$ cat src/pkg/csw_regs.svh
// Register offsets, field positions, reset values and switch timing counts
`ifndef CSW_REGS_SVH
`define CSW_REGS_SVH

// Oscillator control register address
`define CSW_OSC_CTRL_ADDR     12'hfd3

// Field positions inside the oscillator control register
`define CSW_IDLE_BIT          7
`define CSW_IFS_HI            6
`define CSW_IFS_LO            4
`define CSW_STATUS_BIT        3
`define CSW_FIXED_BIT         2
`define CSW_SCS_HI            1
`define CSW_SCS_LO            0

// Reset values
`define CSW_IDLE_RST          1'b0
`define CSW_IFS_RST           3'b110
`define CSW_SCS_RST           2'b00
`define CSW_FIXED_VAL         1'b1

// Source select codes
`define CSW_SCS_PRI           2'b00
`define CSW_SCS_SEC           2'b01
`define CSW_SCS_RSV           2'b10
`define CSW_SCS_INT           2'b11

// Internal frequency codes with special meaning
`define CSW_IFS_DIRECT        3'b111
`define CSW_IFS_LOW           3'b000

// Edges of the old and new source during a pause
`define CSW_OLD_EDGES         2'd2
`define CSW_NEW_EDGES         2'd3

`endif

$ cat src/pkg/csw_pkg.sv
// Types shared by the clock source switch
package csw_pkg;

    // Device clock sources
    typedef enum logic [1:0] {
        CSW_SRC_PRI,
        CSW_SRC_SEC,
        CSW_SRC_INT
    } csw_src_e;

    // Glitch-free switch sequence
    typedef enum logic [1:0] {
        CSW_ST_RUN,
        CSW_ST_OLD,
        CSW_ST_WAIT,
        CSW_ST_NEW
    } csw_state_e;

endpackage

$ cat src/rtl/csw_clock_switch.sv
// System clock source switch with oscillator control register
//
// What this block does
// - Select field picks primary, secondary or internal clock
// - Writing select field starts the glitch-free switch next cycle, or after a running switch ends
// - Every reset returns select field to primary
// - Frequency field sets postscaled internal clock rate
// - Frequency write changes internal output immediately
// - Frequency field resets to 4 MHz setting
// - 31 kHz from fast osc divided or RC
// - Watchdog clock always from slow RC
// - Startup status reads 1 when primary ready
// - Primary and secondary running flags never both set
// - Idle select chooses idle or sleep mode
// - Secondary select ignored unless enabled or digital
// - Glitch-free pause: two old, three new edges
// - Startup status resets to inverse of two-speed
// - Bit two reads one, ignores writes
// - Primary path uses postscaler or CPU divider
//
// Implementation choice: the strobed register port.
`timescale 1ns/1ns
`include "csw_regs.svh"
module csw_clock_switch #(
    parameter int unsigned ADDR_W = 12
) (
    input  logic              clock_i,                          // System clock, 100 MHz
    input  logic              reset_n_i,                        // Asynchronous reset, active low
    input  logic [ADDR_W-1:0] addr_i,                           // Register address
    input  logic [7:0]        wdata_i,                          // Register write data
    input  logic              wr_i,                             // Write strobe
    input  logic              rd_i,                             // Read strobe
    output logic [7:0]        rdata_o,                          // Read data, cycle after strobe
    input  logic [2:0]        primary_mode_config_i,            // Primary oscillator mode
    input  logic              two_speed_startup_i,              // Two-speed start-up enabled
    input  logic              low_freq_source_select_i,         // 31 kHz from fast osc when set
    input  logic              secondary_osc_enable_i,           // Secondary crystal driver on
    input  logic              secondary_digital_input_allow_i,  // Digital secondary input allowed
    input  logic              sleep_exec_i,                     // Sleep instruction executed
    input  logic              fast_internal_osc_i,              // Fast internal oscillator
    input  logic              slow_internal_rc_i,               // Slow internal RC oscillator
    input  logic              secondary_osc_i,                  // Secondary crystal oscillator
    input  logic              cpu_div_clk_i,                    // CPU divider output
    input  logic              startup_timer_done_i,             // Start-up timer expired
    input  logic              secondary_osc_stable_i,           // Secondary oscillator stable
    input  logic              fast_osc_stable_i,                // Fast internal osc stable
    output logic              sysclk_o,                         // Device clock level
    output logic              wdt_clk_o,                        // Watchdog and monitor clock
    output logic              secondary_clock_active_o,         // Secondary drives device clock
    output logic              enter_idle_o,                     // Pulse: enter idle mode
    output logic              enter_sleep_o                     // Pulse: enter sleep mode
);

    localparam int unsigned NPIN = 7;
    localparam int unsigned P_FAST = 0;
    localparam int unsigned P_SLOW = 1;
    localparam int unsigned P_SEC = 2;
    localparam int unsigned P_CPU = 3;
    localparam int unsigned P_OST = 4;
    localparam int unsigned P_SSTB = 5;
    localparam int unsigned P_FSTB = 6;

    // Address must reach the register offset
    if (ADDR_W < 12) begin : g_chk
        $error("csw_clock_switch needs ADDR_W of at least 12");
    end

    logic [NPIN-1:0]         pin_s;
    logic                    idle_q;
    logic [2:0]              ifs_q;
    logic [1:0]              scs_q;
    logic                    status_q;
    logic                    init_q;
    logic [7:0]              ps_cnt_q;
    logic                    fast_prev_q;
    logic [2:0]              lvl_prev_q;
    logic [2:0]              lvl;
    logic [2:0]              edge_v;
    logic                    ps_lvl;
    logic                    pri_lvl;
    logic                    int_stable;
    logic [2:0]              stable_v;
    csw_pkg::csw_src_e       cur_q;
    csw_pkg::csw_src_e       new_q;
    csw_pkg::csw_src_e       target;
    csw_pkg::csw_state_e     st_q;
    logic [1:0]              ecnt_q;
    logic                    sysclk_q;
    logic                    hit;

    // Postscaler shift for each frequency code; 8 means divide by 256
    function automatic logic [3:0] ifs_shift(input logic [2:0] code);
        logic [3:0] k;
        k = 4'h7 - {1'b0, code};
        if (code == `CSW_IFS_LOW) begin
            k = 4'h8;
        end
        return k;
    endfunction

    // Pick one source's bit out of a per-source vector
    function automatic logic pick(input logic [2:0] v, input csw_pkg::csw_src_e s);
        logic b;
        b = 1'b0;
        case (s)
            csw_pkg::CSW_SRC_PRI: b = v[0];
            csw_pkg::CSW_SRC_SEC: b = v[1];
            csw_pkg::CSW_SRC_INT: b = v[2];
            default:              b = 1'b0;
        endcase
        return b;
    endfunction

    // All oscillator and status pins enter through the filter
    csw_sync #(
        .W (NPIN)
    ) u_sync (
        .clock_i   (clock_i),
        .reset_n_i (reset_n_i),
        .async_i   ({fast_osc_stable_i, secondary_osc_stable_i, startup_timer_done_i,
                     cpu_div_clk_i, secondary_osc_i, slow_internal_rc_i,
                     fast_internal_osc_i}),
        .sync_o    (pin_s)
    );

    assign hit = (addr_i == ADDR_W'(`CSW_OSC_CTRL_ADDR));

    // Writable fields of the control register
    always_ff @(posedge clock_i or negedge reset_n_i) begin
        if (!reset_n_i) begin
            idle_q <= `CSW_IDLE_RST;
            ifs_q  <= `CSW_IFS_RST;
            scs_q  <= `CSW_SCS_RST;
        end else if (wr_i && hit) begin
            idle_q <= wdata_i[`CSW_IDLE_BIT];
            ifs_q  <= wdata_i[`CSW_IFS_HI:`CSW_IFS_LO];
            if (!(wdata_i[`CSW_SCS_HI:`CSW_SCS_LO] == `CSW_SCS_SEC &&
                  !secondary_osc_enable_i && !secondary_digital_input_allow_i)) begin
                scs_q <= wdata_i[`CSW_SCS_HI:`CSW_SCS_LO];
            end
        end
    end

    // Read port; the fixed bit always reads one, other addresses read zero
    always_ff @(posedge clock_i or negedge reset_n_i) begin
        if (!reset_n_i) begin
            rdata_o <= 8'h00;
        end else if (rd_i) begin
            rdata_o <= hit ? {idle_q, ifs_q, status_q, `CSW_FIXED_VAL, scs_q} : 8'h00;
        end
    end

    // Start-up status: strap caught after release, then tracks primary
    always_ff @(posedge clock_i or negedge reset_n_i) begin
        if (!reset_n_i) begin
            init_q   <= 1'b0;
            status_q <= 1'b0;
        end else if (!init_q) begin
            init_q   <= 1'b1;
            status_q <= !two_speed_startup_i;
        end else begin
            status_q <= pin_s[P_OST] && cur_q == csw_pkg::CSW_SRC_PRI
                        && st_q == csw_pkg::CSW_ST_RUN;
        end
    end

    // Postscaler counter advances on each fast oscillator rising edge
    always_ff @(posedge clock_i or negedge reset_n_i) begin
        if (!reset_n_i) begin
            ps_cnt_q    <= 8'h00;
            fast_prev_q <= 1'b0;
        end else begin
            fast_prev_q <= pin_s[P_FAST];
            if (pin_s[P_FAST] && !fast_prev_q) begin
                ps_cnt_q <= ps_cnt_q + 8'h01;
            end
        end
    end

    // Postscaled internal clock follows the frequency field combinationally
    always_comb begin
        ps_lvl = pin_s[P_FAST];
        if (ifs_q == `CSW_IFS_LOW && !low_freq_source_select_i) begin
            ps_lvl = pin_s[P_SLOW];
        end else if (ifs_q != `CSW_IFS_DIRECT) begin
            ps_lvl = ps_cnt_q[3'(ifs_shift(ifs_q) - 4'h1)];
        end
    end

    // Primary path by primary mode configuration
    assign pri_lvl = (primary_mode_config_i[2:1] == 2'b00) ? ps_lvl : pin_s[P_CPU];
    assign lvl     = {ps_lvl, pin_s[P_SEC], pri_lvl};
    assign edge_v  = lvl & ~lvl_prev_q;

    // Stability of each source
    assign int_stable = (ifs_q == `CSW_IFS_LOW && !low_freq_source_select_i) || pin_s[P_FSTB];
    assign stable_v   = {int_stable, pin_s[P_SSTB],
                         (primary_mode_config_i[2:1] == 2'b00) ? int_stable : pin_s[P_OST]};

    // Select field to source; reserved code keeps the running source
    always_comb begin
        case (scs_q)
            `CSW_SCS_PRI: target = csw_pkg::CSW_SRC_PRI;
            `CSW_SCS_SEC: target = csw_pkg::CSW_SRC_SEC;
            `CSW_SCS_INT: target = csw_pkg::CSW_SRC_INT;
            default:      target = cur_q;
        endcase
    end

    // Previous levels for edge detection
    always_ff @(posedge clock_i or negedge reset_n_i) begin
        if (!reset_n_i) begin
            lvl_prev_q <= 3'b000;
        end else begin
            lvl_prev_q <= lvl;
        end
    end

    // Glitch-free switch sequence
    always_ff @(posedge clock_i or negedge reset_n_i) begin
        if (!reset_n_i) begin
            st_q   <= csw_pkg::CSW_ST_RUN;
            cur_q  <= csw_pkg::CSW_SRC_PRI;
            new_q  <= csw_pkg::CSW_SRC_PRI;
            ecnt_q <= 2'd0;
        end else begin
            case (st_q)
                csw_pkg::CSW_ST_RUN: begin
                    if (target != cur_q) begin
                        st_q   <= csw_pkg::CSW_ST_OLD;
                        new_q  <= target;
                        ecnt_q <= 2'd0;
                    end
                end
                csw_pkg::CSW_ST_OLD: begin
                    if (pick(edge_v, cur_q)) begin
                        ecnt_q <= ecnt_q + 2'd1;
                        if (ecnt_q == `CSW_OLD_EDGES - 2'd1) begin
                            st_q   <= csw_pkg::CSW_ST_WAIT;
                            ecnt_q <= 2'd0;
                        end
                    end
                end
                csw_pkg::CSW_ST_WAIT: begin
                    if (pick(stable_v, new_q)) begin
                        st_q <= csw_pkg::CSW_ST_NEW;
                    end
                end
                csw_pkg::CSW_ST_NEW: begin
                    if (pick(edge_v, new_q)) begin
                        ecnt_q <= ecnt_q + 2'd1;
                        if (ecnt_q == `CSW_NEW_EDGES - 2'd1) begin
                            st_q   <= csw_pkg::CSW_ST_RUN;
                            cur_q  <= new_q;
                            ecnt_q <= 2'd0;
                        end
                    end
                end
                default: begin
                    st_q <= csw_pkg::CSW_ST_RUN;
                end
            endcase
        end
    end

    // Device clock held low while switching
    always_ff @(posedge clock_i or negedge reset_n_i) begin
        if (!reset_n_i) begin
            sysclk_q <= 1'b0;
        end else begin
            sysclk_q <= (st_q == csw_pkg::CSW_ST_RUN) && pick(lvl, cur_q);
        end
    end
    assign sysclk_o = sysclk_q;

    // Watchdog clock and secondary running flag
    always_ff @(posedge clock_i or negedge reset_n_i) begin
        if (!reset_n_i) begin
            wdt_clk_o                <= 1'b0;
            secondary_clock_active_o <= 1'b0;
        end else begin
            wdt_clk_o                <= pin_s[P_SLOW];
            secondary_clock_active_o <= cur_q == csw_pkg::CSW_SRC_SEC
                                        && st_q == csw_pkg::CSW_ST_RUN;
        end
    end

    // Sleep instruction outcome
    always_ff @(posedge clock_i or negedge reset_n_i) begin
        if (!reset_n_i) begin
            enter_idle_o  <= 1'b0;
            enter_sleep_o <= 1'b0;
        end else begin
            enter_idle_o  <= sleep_exec_i && idle_q;
            enter_sleep_o <= sleep_exec_i && !idle_q;
        end
    end

    // Checks
    sel_switch_a: assert property (@(posedge clock_i) disable iff (!reset_n_i)
        st_q == csw_pkg::CSW_ST_RUN && scs_q == `CSW_SCS_INT && cur_q != csw_pkg::CSW_SRC_INT
        |=> st_q == csw_pkg::CSW_ST_OLD && new_q == csw_pkg::CSW_SRC_INT)
        else $error("select write did not start a switch");

    pause_low_a: assert property (@(posedge clock_i) disable iff (!reset_n_i)
        st_q != csw_pkg::CSW_ST_RUN |=> !sysclk_q)
        else $error("device clock ran during a switch");

    old_edges_a: assert property (@(posedge clock_i) disable iff (!reset_n_i)
        st_q == csw_pkg::CSW_ST_OLD && ecnt_q == 2'd1 && pick(edge_v, cur_q)
        |=> st_q == csw_pkg::CSW_ST_WAIT)
        else $error("old source edge count wrong");

    wait_stable_a: assert property (@(posedge clock_i) disable iff (!reset_n_i)
        st_q == csw_pkg::CSW_ST_WAIT && !pick(stable_v, new_q)
        |=> st_q == csw_pkg::CSW_ST_WAIT)
        else $error("switch left wait before new source stable");

    sec_ignore_a: assert property (@(posedge clock_i) disable iff (!reset_n_i)
        wr_i && hit && wdata_i[1:0] == `CSW_SCS_SEC && !secondary_osc_enable_i
        && !secondary_digital_input_allow_i |=> scs_q == $past(scs_q))
        else $error("disabled secondary select was accepted");

    fixed_bit_a: assert property (@(posedge clock_i) disable iff (!reset_n_i)
        rd_i && hit |=> rdata_o[`CSW_FIXED_BIT] && rdata_o[1:0] == $past(scs_q))
        else $error("fixed bit or select field read wrong");

    lowfreq_rc_a: assert property (@(posedge clock_i) disable iff (!reset_n_i)
        ifs_q == `CSW_IFS_LOW && !low_freq_source_select_i |-> ps_lvl == pin_s[P_SLOW])
        else $error("31 kHz setting not from slow RC");

    wdt_clock_a: assert property (@(posedge clock_i) disable iff (!reset_n_i)
        ##1 wdt_clk_o == $past(pin_s[P_SLOW]))
        else $error("watchdog clock not from slow RC");

    run_flags_a: assert property (@(posedge clock_i) disable iff (!reset_n_i)
        init_q |-> !(secondary_clock_active_o && status_q))
        else $error("both running flags set");

    sleep_mode_a: assert property (@(posedge clock_i) disable iff (!reset_n_i)
        sleep_exec_i |=> enter_idle_o == $past(idle_q) && enter_sleep_o != $past(idle_q))
        else $error("sleep instruction entered wrong mode");

    cpu_path_a: assert property (@(posedge clock_i) disable iff (!reset_n_i)
        st_q == csw_pkg::CSW_ST_RUN && cur_q == csw_pkg::CSW_SRC_PRI
        && primary_mode_config_i[2:1] != 2'b00 |=> sysclk_q == $past(pin_s[P_CPU]))
        else $error("primary path not from CPU divider");

endmodule

$ cat src/rtl/csw_sync.sv
// Three-stage input synchroniser with agreement filter
`timescale 1ns/1ns
module csw_sync #(
    parameter int unsigned W = 1
) (
    input  logic         clock_i,    // System clock
    input  logic         reset_n_i,  // Asynchronous reset, active low
    input  logic [W-1:0] async_i,    // Inputs from other domains
    output logic [W-1:0] sync_o      // Filtered synchronous copy
);

    logic [W-1:0] s1_q;
    logic [W-1:0] s2_q;
    logic [W-1:0] s3_q;

    // Refuse an empty vector
    if (W < 1) begin : g_chk
        $error("csw_sync needs W of at least 1");
    end

    // Three flip-flop chain; only the second stage reads the first
    always_ff @(posedge clock_i or negedge reset_n_i) begin
        if (!reset_n_i) begin
            s1_q <= '0;
            s2_q <= '0;
            s3_q <= '0;
        end else begin
            s1_q <= async_i;
            s2_q <= s1_q;
            s3_q <= s2_q;
        end
    end

    // A change counts once the second and third stages agree
    always_ff @(posedge clock_i or negedge reset_n_i) begin
        if (!reset_n_i) begin
            sync_o <= '0;
        end else begin
            for (int i = 0; i < W; i++) begin
                if (s2_q[i] == s3_q[i]) begin
                    sync_o[i] <= s3_q[i];
                end
            end
        end
    end

endmodule

$ cat config.mk
export PLATFORM = sky130hd
export DESIGN_NAME = csw_clock_switch
export DESIGN_NICKNAME = d
export VERILOG_FILES = /design/src/pkg/csw_pkg.sv /design/src/rtl/csw_clock_switch.sv /design/src/rtl/csw_sync.sv
export VERILOG_INCLUDE_DIRS = /design/src /design/src/pkg
export SDC_FILE = /design/constraint.sdc
export NUM_CORES = 1
export LEC_CHECK = 0
export BUFFER_PORTS_ARGS = -buffer_cell sky130_fd_sc_hd__buf_2
export CORE_MARGIN = 5
export CORE_UTILIZATION = 55
export CTS_CLUSTER_SIZE = 8
export DETAILED_ROUTE_END_ITERATION = 6
export PLACE_DENSITY = 0.79
export SLEW_MARGIN = 5
export SYNTH_ARGS = -nofsm -noshare
export SYNTH_HDL_FRONTEND = slang
export SYNTH_HIERARCHICAL = 1
export SYNTH_SLANG_ARGS = --single-unit
$ cat constraint.sdc
create_clock -name clock_i -period 6.1 [get_ports clock_i]
set_input_delay 1.525 -clock clock_i [delete_from_list [all_inputs] [get_ports clock_i]]
set_output_delay 1.525 -clock clock_i [all_outputs]
set_load 0.01 [all_outputs]
==> out/metrics.cfg <==
[run_status]
outcome=finished clean

[sta]
skew_ps=5.516
fin_crit_sh_pct=54.67
final-hold-violation-count=0
timing.final.ws_setup_ps=2765
fin_crit_ps=3335
tightest_slew_ps=1058
slew_headroom_pct=28.94
rsz0062_at_grt=false
timing.hold.ws_ps=353.5
setup_viol=0
fmax_mhz=299.9
maxSlewViolCount=0
setup_tns_ps=0

[synthesis]
yosys_warnings=6
synth_edf_count=0
synth-seq-cells=69
syn_area_per_cell_um2=12.46
syn_nets=267
synth-seq-area-share_pct=62.25
syn-cell-area_um2=2778
synth_top_flop_cell=dfrtp_1
synthDistinctLibCells=50
async_flop_share_pct=100.0
syn_inst=223

[finish]
drive_gt1_share_pct=30.74
layoutNonFillerInstCount=350
multi_input_area_um2=968.4
nNetsFinal=322
fillers=356
syn_to_final_growth_pct=17.34
fin_area_um2=3259
register_area_um2=1729
antenna_cells=0

[power_and_ir_drop]
p_per_area_nw_per_um2=335.8
p_leak_nw=1.537
combPwrFrac_pct=19.4
p_int_mw=0.7804
p_sw_share_pct=28.70
p_sw_mw=0.3141
pwr-share-clk_pct=29.9
seq_power_share_pct=50.7
vdd_ir_drop_max_mv=0.2040

[critical_path]
crit_path_start_kind=input port
worst-path-max-fanout=6
startpoint=low_freq_source_select_i
crit_type=in2reg
timing.rr.start=ifs_q[0]
arrival_ps=3560
end_kind=flop
cp.required_ps=6320

[floorplanning]
die_y_um=81.07
die_w_um=81.07
start_util_pct=57.66
core_region_area_um2=4817
row_count=25
dieArea_um2=6572
ios=52

[route]
drc_errors=0
drt_pre_antenna_iters=4
routedWlPerCell_um=13.06
wl_um=4570
postRouteAntennaNets=0
drt_iter0_markers=139
num_vias=1861
viasPerCell=5.317

[clock_network]
clk_latency_ps=330
clk_pin_slew_ps=70
postCtsSetupRepairBufs=0
htree_levels=3
cts_resized=0
cts_root_buf=clkbuf_8
clkSinkCount=69
cts_hold_buf=0
clock_path_buffers=2
numCtsBuffers=9
cts_tree=yes

[global_routing]
grt_pass1_vias=1842
grt_usage_pct=16.24
grt_first_pass_wirelength_um=8128
overflow=0
antenna_found_initial=0
grt_max_degree=70

[worst_hold_path]
hp-start=u_sync/s1_q[2]
worstHoldPathType=reg2reg

[placed_design]
portBuffers=48
gp_congestion=0.8354
dp_hpwl_um=3237
dp.cells=334
placed_area_um2=3082
place_ws_ps=2434

[job]
cap_violations=0

-- state kept, by name (all words and copies together) (netlist names), 2 cells and up --
| signal | count |
|---|---|
| lvl_prev_q | 3 |
| cur_q | 2 |
| u_sync/s1_q | 7 |
| ecnt_q | 2 |
| u_sync/sync_o | 7 |
| st_q | 2 |
| rdata_o | 8 |
| u_sync/s3_q | 7 |
| ps_cnt_q | 8 |
| new_q | 2 |
| u_sync/s2_q | 7 |
| scs_q | 2 |
| ifs_q | 3 |
-- final timing paths --
path                       slack, ps  depth (start not counted)        endpoint
setup / recovery                2770                          7       ecnt_q[1]
hold / removal                   350                          0  u_sync/s2_q[2]
setup reg to reg                3470                          6       ecnt_q[1]
hold reg to reg                  350                          0  u_sync/s2_q[2]
max in group asynchronous       4200                          2        scs_q[0]
min in group asynchronous       1360                          2     ps_cnt_q[1]
-- metal layers --
metal,routed length [um],vias up,global-route usage [%]
li1,-,900,-
met1,2165,891,21.87
met2,1981,62,24.55
met3,351,8,5.432
met4,72,0,6.081
met5,0,-,0
-- power by group through the flow --
stage | sequential (mW) | combinational, mW | clock (mW)
CTS | 0.555 | 0.214 | 0.337
finish | 0.555 | 0.212 | 0.327
global placement | 0.560 | 0.204 | 0
floorplan | 0.552 | 0.159 | 0
global route | 0.562 | 0.244 | 0.355
detailed placement | 0.563 | 0.214 | 0
-- cell type report --
type | count | share of cell area (%)
flip-flops and latches | 69 | 53.05
multi-input cells | 135 | 29.71
repair buffers | 49 | 7.601
clock buffers | 12 | 4.760
well taps | 67 | 2.572
inverters | 14 | 1.612
clock inverters | 4 | 0.6910
-- worst max-delay path, stage by stage --
cell and delay (ps):
buf_2 100, nor4_1 340, a32o_2 310, o21ai_2 90, o41ai_1 540, o311ai_1 260, a221o_1 390
-- per-stage QoR --
step                util, %  total power [mW]
global route          67.66             1.161
finish                67.66             1.095
global placement      63.97            0.7644
floorplan                 -            0.7107
CTS                   67.66             1.106
detailed placement    63.97            0.7767
-- cells in the final DEF, fill, tap and decap left out, types with 6 or more instances in the layout --
cell type / count
a21oi_1: 6
buf_2: 48
clkbuf_8: 11
dfrtp_1: 67
inv_1: 14
maj3_2: 7
mux2_2: 6
nand2_1: 12
nand3_1: 13
nor2_1: 13
o21ai_0: 11
-- synthesized netlist by cell type (2+ instances only) --
master / n / area, um2
mux2i_1: 3 / 30.03
maj3_2: 7 / 78.83
nand2_1: 12 / 45.04
nor2_1: 13 / 48.80
xnor2_1: 5 / 43.79
a21oi_1: 6 / 30.03
nor3b_1: 3 / 22.52
inv_1: 14 / 52.55
dfstp_2: 2 / 52.55
ha_1: 5 / 62.56
mux2_2: 6 / 67.56
nor2b_1: 5 / 31.28
nor3_1: 3 / 15.01
mux2_1: 3 / 33.78
o21a_1: 2 / 15.01
nand4_1: 4 / 25.02
a31oi_1: 2 / 12.51
nand3_1: 13 / 65.06
and2_1: 3 / 18.77
and3_1: 2 / 12.51
xor2_1: 2 / 17.52
dfrtp_1: 67 / 1677
clkbuf_1: 3 / 11.26
a32o_2: 2 / 22.52
o21ai_0: 11 / 55.05
-- kinds of logic after synthesis --
logic type	after synthesis	share of synthesized area (%)
other	1	0.1350
buffers and inverters	19	2.883
AOI/OAI and AO/OA	37	9.865
muxes	13	5.540
xor gates and xnor gates	7	2.207
DFF	69	62.25
adders and majority gates	12	5.090
and+or+nand+nor	65	12.03
(Power assumes the default switching activity.)
